==> src/port_phy_pkg.sv <==
package port_phy_pkg;

  // ****************************************************************
  // Register map
  // ****************************************************************
  // Printed offsets are register indices; byte address is four times the index.
  localparam logic [7:0] CTRL_INDEX = 8'h02;
  localparam logic [7:0] STAT_INDEX = 8'h04;
  localparam logic [11:0] CTRL_ADDR = 12'h008;
  localparam logic [11:0] STAT_ADDR = 12'h010;

  // ****************************************************************
  // Control register fields
  // ****************************************************************
  localparam int CTRL_LED_OFF = 15;
  localparam int CTRL_TX_DIS = 14;
  localparam int CTRL_AN_RESTART = 13;
  localparam int CTRL_POWER_DOWN = 11;
  localparam int CTRL_MDIX_DIS = 10;
  localparam int CTRL_FORCE_MDIX = 9;
  localparam int CTRL_FAR_LOOP = 8;
  localparam int CTRL_AN_EN = 7;
  localparam int CTRL_SPEED = 6;
  localparam int CTRL_DUPLEX = 5;
  localparam int ADV_LSB = 0;
  localparam int ADV_MSB = 4;
  localparam logic [15:0] CTRL_RESET = 16'h00FF;
  // Bit 12 is reserved and 13 self-clears, so neither is stored.
  localparam logic [15:0] CTRL_WMASK = 16'hCFFF;

  // ****************************************************************
  // Status register fields
  // ****************************************************************
  localparam int STAT_XOVER_ALGO = 15;
  localparam int STAT_POLARITY = 13;
  localparam int STAT_RX_FC = 12;
  localparam int STAT_TX_FC = 11;
  localparam int STAT_SPEED = 10;
  localparam int STAT_DUPLEX = 9;
  localparam int STAT_MDIX = 7;
  localparam int STAT_AN_DONE = 6;
  localparam int STAT_LINK = 5;
  localparam logic STAT_ALGO_RESET = 1'b1;

  // ****************************************************************
  // Carriers
  // ****************************************************************
  typedef struct packed {
    logic tx_disable;
    logic an_restart;
    logic power_down;
    logic auto_mdix_disable;
    logic force_mdix;
    logic far_end_loopback;
    logic an_enable;
    logic crossover_algorithm_select;
    logic [4:0] advertise;
    logic speed_100;
    logic full_duplex;
  } phy_ctrl_t;

  typedef struct packed {
    logic polarity_reversed;
    logic rx_fc_active;
    logic tx_fc_active;
    logic mdix_active;
    logic an_done;
    logic an_failed;
    logic link_good;
    logic an_speed_100;
    logic an_full_duplex;
    logic [4:0] partner_abilities;
  } phy_stat_t;

endpackage

==> src/port_phy_regs.sv <==
// Function
// - LED off bit drives all LEDs high
// - Transmit disable bit stops the transmitter
// - Writing one restarts auto-negotiation
// - Bit ten disables automatic crossover detection
// - Bit nine forces crossed mode when disabled
// - Bit eight enables far-end loopback
// - Negotiation disabled takes speed, duplex from bits
// - Forced speed: one 100, zero 10
// - Forced duplex: one full, zero half
// - Failed negotiation takes duplex from bit five
// - Bits four to zero select advertised abilities
// - Writable status bit selects crossover algorithm
// - Status bit thirteen shows reversed polarity
// - Status bits twelve, eleven show flow control
// - Status bit ten shows resolved speed
// - Status bit nine shows resolved duplex
// - Status bits four to zero show partner abilities
`timescale 1ns/100ps
`default_nettype none

module port_phy_regs
  import port_phy_pkg::*;
(
  // APB clock and reset
  input wire logic pclk,
  input wire logic presetn,
  // APB slave
  input wire logic psel,
  input wire logic penable,
  input wire logic pwrite,
  input wire logic [11:0] paddr,
  input wire logic [31:0] pwdata,
  output logic [31:0] prdata,
  output logic pready,
  output logic pslverr,
  // PHY side
  input wire phy_stat_t phy_stat,
  input wire logic [3:0] led_raw,
  output phy_ctrl_t phy_ctrl,
  output logic resolved_speed_100,
  output logic resolved_full_duplex,
  // LED pins
  output logic port1_led_3,
  output logic port1_led_2,
  output logic port1_led_1,
  output logic port1_led_0
);

  // ****************************************************************
  // Bus decode
  // ****************************************************************
  logic [15:0] ctrl_reg;
  logic algo_reg;
  logic restart_reg;
  logic speed_reg;
  logic duplex_reg;
  logic [3:0] led_reg;
  logic [15:0] stat_value;
  logic setup;
  logic access;
  logic hit_ctrl;
  logic hit_stat;
  logic speed_next;
  logic duplex_next;
  logic force_mdix_reg;

  assign setup = psel & ~penable;
  // A write lands only on the edge where the registered ready is seen.
  assign access = psel & penable & pready;
  assign hit_ctrl = (paddr == CTRL_ADDR);
  assign hit_stat = (paddr == STAT_ADDR);

  // ****************************************************************
  // Bus answer
  // ****************************************************************
  // Ready is registered, so every access takes exactly one wait-free access cycle.
  always_ff @(posedge pclk or negedge presetn) begin
    if (!presetn) begin
      pready <= 1'b0;
      pslverr <= 1'b0;
      prdata <= 32'h0000_0000;
    end else begin
      pready <= setup;
      pslverr <= setup & ~hit_ctrl & ~hit_stat;
      if (setup & ~pwrite & hit_ctrl) begin
        prdata <= {16'h0000, ctrl_reg};
      end else if (setup & ~pwrite & hit_stat) begin
        prdata <= {16'h0000, stat_value};
      end else begin
        prdata <= 32'h0000_0000;
      end
    end
  end

  // ****************************************************************
  // Control register
  // ****************************************************************
  always_ff @(posedge pclk or negedge presetn) begin
    if (!presetn) begin
      ctrl_reg <= CTRL_RESET;
    end else if (access & pwrite & hit_ctrl) begin
      ctrl_reg <= pwdata[15:0] & CTRL_WMASK;
    end
  end

  // The restart request is a one-cycle pulse; the bit reads back as zero.
  always_ff @(posedge pclk or negedge presetn) begin
    if (!presetn) begin
      restart_reg <= 1'b0;
    end else begin
      restart_reg <= access & pwrite & hit_ctrl & pwdata[CTRL_AN_RESTART];
    end
  end

  // Forced crossover has its own flop, loaded with the control word, so the output has no gate behind it.
  always_ff @(posedge pclk or negedge presetn) begin
    if (!presetn) begin
      force_mdix_reg <= 1'b0;
    end else if (access & pwrite & hit_ctrl) begin
      force_mdix_reg <= pwdata[CTRL_MDIX_DIS] & pwdata[CTRL_FORCE_MDIX];
    end
  end

  always_ff @(posedge pclk or negedge presetn) begin
    if (!presetn) begin
      algo_reg <= STAT_ALGO_RESET;
    end else if (access & pwrite & hit_stat) begin
      algo_reg <= pwdata[STAT_XOVER_ALGO];
    end
  end

  // ****************************************************************
  // Speed and duplex resolution
  // ****************************************************************
  // A failed negotiation still reports the sensed speed; duplex comes from control bit five.
  always_comb begin
    if (!ctrl_reg[CTRL_AN_EN]) begin
      speed_next = ctrl_reg[CTRL_SPEED];
      duplex_next = ctrl_reg[CTRL_DUPLEX];
    end else if (phy_stat.an_failed) begin
      speed_next = phy_stat.an_speed_100;
      duplex_next = ctrl_reg[CTRL_DUPLEX];
    end else begin
      speed_next = phy_stat.an_speed_100;
      duplex_next = phy_stat.an_full_duplex;
    end
  end

  always_ff @(posedge pclk or negedge presetn) begin
    if (!presetn) begin
      speed_reg <= 1'b0;
      duplex_reg <= 1'b0;
    end else begin
      speed_reg <= speed_next;
      duplex_reg <= duplex_next;
    end
  end

  assign resolved_speed_100 = speed_reg;
  assign resolved_full_duplex = duplex_reg;

  // ****************************************************************
  // Status register
  // ****************************************************************
  always_comb begin
    stat_value = 16'h0000;
    stat_value[STAT_XOVER_ALGO] = algo_reg;
    stat_value[STAT_POLARITY] = phy_stat.polarity_reversed;
    stat_value[STAT_RX_FC] = phy_stat.rx_fc_active;
    stat_value[STAT_TX_FC] = phy_stat.tx_fc_active;
    stat_value[STAT_SPEED] = speed_reg;
    stat_value[STAT_DUPLEX] = duplex_reg;
    stat_value[STAT_MDIX] = phy_stat.mdix_active;
    stat_value[STAT_AN_DONE] = phy_stat.an_done;
    stat_value[STAT_LINK] = phy_stat.link_good;
    stat_value[ADV_MSB:ADV_LSB] = phy_stat.partner_abilities;
  end

  // ****************************************************************
  // PHY controls and LEDs
  // ****************************************************************
  always_comb begin
    phy_ctrl.tx_disable = ctrl_reg[CTRL_TX_DIS];
    phy_ctrl.an_restart = restart_reg;
    phy_ctrl.power_down = ctrl_reg[CTRL_POWER_DOWN];
    phy_ctrl.auto_mdix_disable = ctrl_reg[CTRL_MDIX_DIS];
    phy_ctrl.force_mdix = force_mdix_reg;
    phy_ctrl.far_end_loopback = ctrl_reg[CTRL_FAR_LOOP];
    phy_ctrl.an_enable = ctrl_reg[CTRL_AN_EN];
    phy_ctrl.crossover_algorithm_select = algo_reg;
    phy_ctrl.advertise = ctrl_reg[ADV_MSB:ADV_LSB];
    phy_ctrl.speed_100 = ctrl_reg[CTRL_SPEED];
    phy_ctrl.full_duplex = ctrl_reg[CTRL_DUPLEX];
  end

  // LEDs are active low, so blanking drives every pin high.
  always_ff @(posedge pclk or negedge presetn) begin
    if (!presetn) begin
      led_reg <= 4'hF;
    end else if (ctrl_reg[CTRL_LED_OFF]) begin
      led_reg <= 4'hF;
    end else begin
      led_reg <= led_raw;
    end
  end

  assign port1_led_3 = led_reg[3];
  assign port1_led_2 = led_reg[2];
  assign port1_led_1 = led_reg[1];
  assign port1_led_0 = led_reg[0];

endmodule

`default_nettype wire

==> config.mk <==
export PLATFORM = sky130hd
export DESIGN_NAME = port_phy_regs
export DESIGN_NICKNAME = d
export VERILOG_FILES = /design/src/port_phy_pkg.sv /design/src/port_phy_regs.sv
export SDC_FILE = /design/constraint.sdc
export NUM_CORES = 1
export LEC_CHECK = 0
export ABC_CLOCK_PERIOD_IN_PS = 3000
export BUFFER_PORTS_ARGS = -buffer_cell sky130_fd_sc_hd__buf_2
export CORE_ASPECT_RATIO = 0.9
export CORE_MARGIN = 8
export CORE_UTILIZATION = 40
export DETAILED_ROUTE_END_ITERATION = 6
export HOLD_SLACK_MARGIN = 0.03
export MAX_ROUTING_LAYER = met4
export PLACE_DENSITY = 0.74
export SLEW_MARGIN = 20
export SYNTH_ARGS = -nofsm -noshare
export SYNTH_HDL_FRONTEND = slang
export SYNTH_SLANG_ARGS = --single-unit
==> constraint.sdc <==
create_clock -name pclk -period 3 [get_ports pclk]
set_input_delay 0.3 -clock pclk [delete_from_list [all_inputs] [get_ports pclk]]
set_output_delay 0.3 -clock pclk [all_outputs]
set_load 0.02 [all_outputs]
==> run metrics <==
Synth Area per Inst 12.9 um^2; CP Data Required Time 3.17 ns; worst-path cell chain buf_2 -> or4_1 -> or4_4 -> mux2_4; status finished, final reports clean; leakage power 1.27 nW; f_max 508 MHz; Root Driver clkbuf_8; Pwr per Cell Area between 400 and 500 nW/um^2; ys async rst share 100%; Critical Path AT 2.14 ns; core area 4770 um^2; CP bufs+invs 1; Synth-to-Final Area Change 22.5%; via count 1,338; Gate Count Post-Synth 151; Setup Buffers After CTS 0; minimum clock period 1.97 ns; All-Layer GR Usage 13.3%; Hold WC Path Type input pin to asynchronous set/reset pin; Worst-Margin Slew approximately 0.94 ns; DRT Wirelength 4.68 mm; grt total ovfl 0; maxcap violations 0; Detail Route Antenna Nets 0; RSZ-0062 raised after global routing false; CP max FO 15; Crit. End Element flop; IO buf count between 80 and 90; final setup skew 0.00750 ns; Vias/cell 4.60; clock sink total a little over 40; register area share after synthesis 53.7%; layout cells sized above 1 61.1%; effective utilization at floorplan 40.6%; Post-DP HPWL 3.57 mm; slowest stage delay, CP 0.74 ns; final worst hold slack between 0.1 and 0.15 ns; Rel. slew slack 37.2%; Switching Share 21.6%; maximum vdd ir drop 351 uV; placer congestion estimate approximately 0.81; CP Launch Type input pin; clock power share between 40% and 50%; Die Height 82.1 um; cell family with most CP delay simple AND/OR/NAND/NOR gates; post-place setup slack 0.748 ns; Yosys cell types 30; fin nets 292; internal power 0.000864 W; number of synthesized flops with an enable pin 0; ys flop type dfrtp_1; commonest non-fill, non-tap cell in the layout buf_2; H-tree depth 2; diodes inserted 0; Fillers 460; vias in the first global route 1,407; Skew-Pair Late Insertion Delay 0.28 ns; CTS resizes 0; pins over their slew limit 0; final setup fails 0; first-pass GRT wire length around 7.0 mm; Cell Count Post-Placement ~280; max FFs per register 16; sequential power share just over 50%; hold buffer count at cts 0; Hold Violations, Final 0; CTS tree built; final worst path period share 65.7%; chip width 89.4 um; Non-Filler Instances 291; #FFs+latches synth 41; total power 0.00110 W; I/O Pins 122; CTS Buffer Depth 2; TritonCTS Buffers 5; P_sw approximately 0.00024 W; most frequent cells in the layout buf_2, dfrtp_1, conb_1; drt pass-1 iters 2; setup total negative slack 0 ns; Final WS setup 1.03 ns; die area 7340 um^2; initial antenna violation count 0; clock slew at reported path FFs 0.08 ns; Row Count 24; WL per Instance ~16 um; Setup CP Type input pin to flop; Synth warnings 0; Gate power share 8.2%; # DRC 0; First DRT Iteration DRCs 11; largest net degree at the start of global routing 42; mapped cell area 1940 um^2; Crit-path slowest cell or4_4
metal layers:
metal | routed length, um | global-route usage, % | vias up
met3 | 415 | 4.10 | 8
met5 | 0 | - | -
met4 | 50 | 4.48 | 0
met2 | 2330 | 21.0 | 57
met1 | 1880 | 15.7 | 641
li1 | - | - | 632
final cells by class:
type / count / area (um^2) / share of cell area, %
Sequential cell: 41 / 1040 / 43.8
Tap cell: 65 / 81.3 / 3.42
Clock inverter: 1 / 30.0 / 1.26
Timing Repair Buffer: 90 / 455 / 19.2
Multi-Input combinational cell: 86 / 678 / 28.5
Inverter: 1 / 3.75 / 0.158
Clock buffer: 7 / 86.3 / 3.63
cells by family after synthesis:
group / synth area share [%]
other: 0.193
xor gates and xnor gates: 0.451
muxes: 12.1
AOI/OAI and AO/OA: 5.80
DFF: 53.7
and+or+nand+nor: 12.9
buffers and inverters: 14.8
power by group through the flow:
stage / clock (W) / sequential [W] / combinational (W)
6_report: 0.000451 / 0.000560 / 0.0000899
3_3_place_gp: 0 / 0.000570 / 0.0000893
2_1_floorplan: 0 / 0.000577 / 0.0000474
3_5_place_dp: 0 / 0.000571 / 0.0000909
4_1_cts: 0.000464 / 0.000560 / 0.0000912
5_1_grt: 0.000492 / 0.000561 / 0.000100
path summary, 6_finish.rpt:
check,from,to,slack (ns),depth (start not counted)
hold / removal,presetn,prdata[4],0.13,1
setup reg to reg,pready,ctrl_reg[14],1.42,3
hold reg to reg,ctrl_reg[9],prdata[9],0.51,1
setup / recovery,paddr[1],ctrl_reg[14],1.03,4
max in group asynchronous,presetn,prdata[15],2.29,1
min in group pclk,led_raw[1],led_reg[1],0.20,2
cells in the mapped netlist, types with 2 or more instances:
cell type   n  area, um^2
buf_4      31         233
clkbuf_1    4        15.0
or2_2       4        25.0
nand3_1    12        60.1
mux2_2      8        90.1
dfrtp_1    28         701
nor2b_1     3        18.8
o2bb2ai_1  12         105
or4_4       2        22.5
mux2_4      9         135
and2_1      3        18.8
and4_1      2        17.5
dfstp_2    13         342
nor4_1      4        25.0
stage by stage:
step                area, um^2  util, %
finish                    2380     49.8
CTS                       2380     49.8
global placement          2260     47.4
detailed placement        2260     47.4
floorplan                 2000        -
global route              2380     49.8
Power figures use the tool's default switching activity.
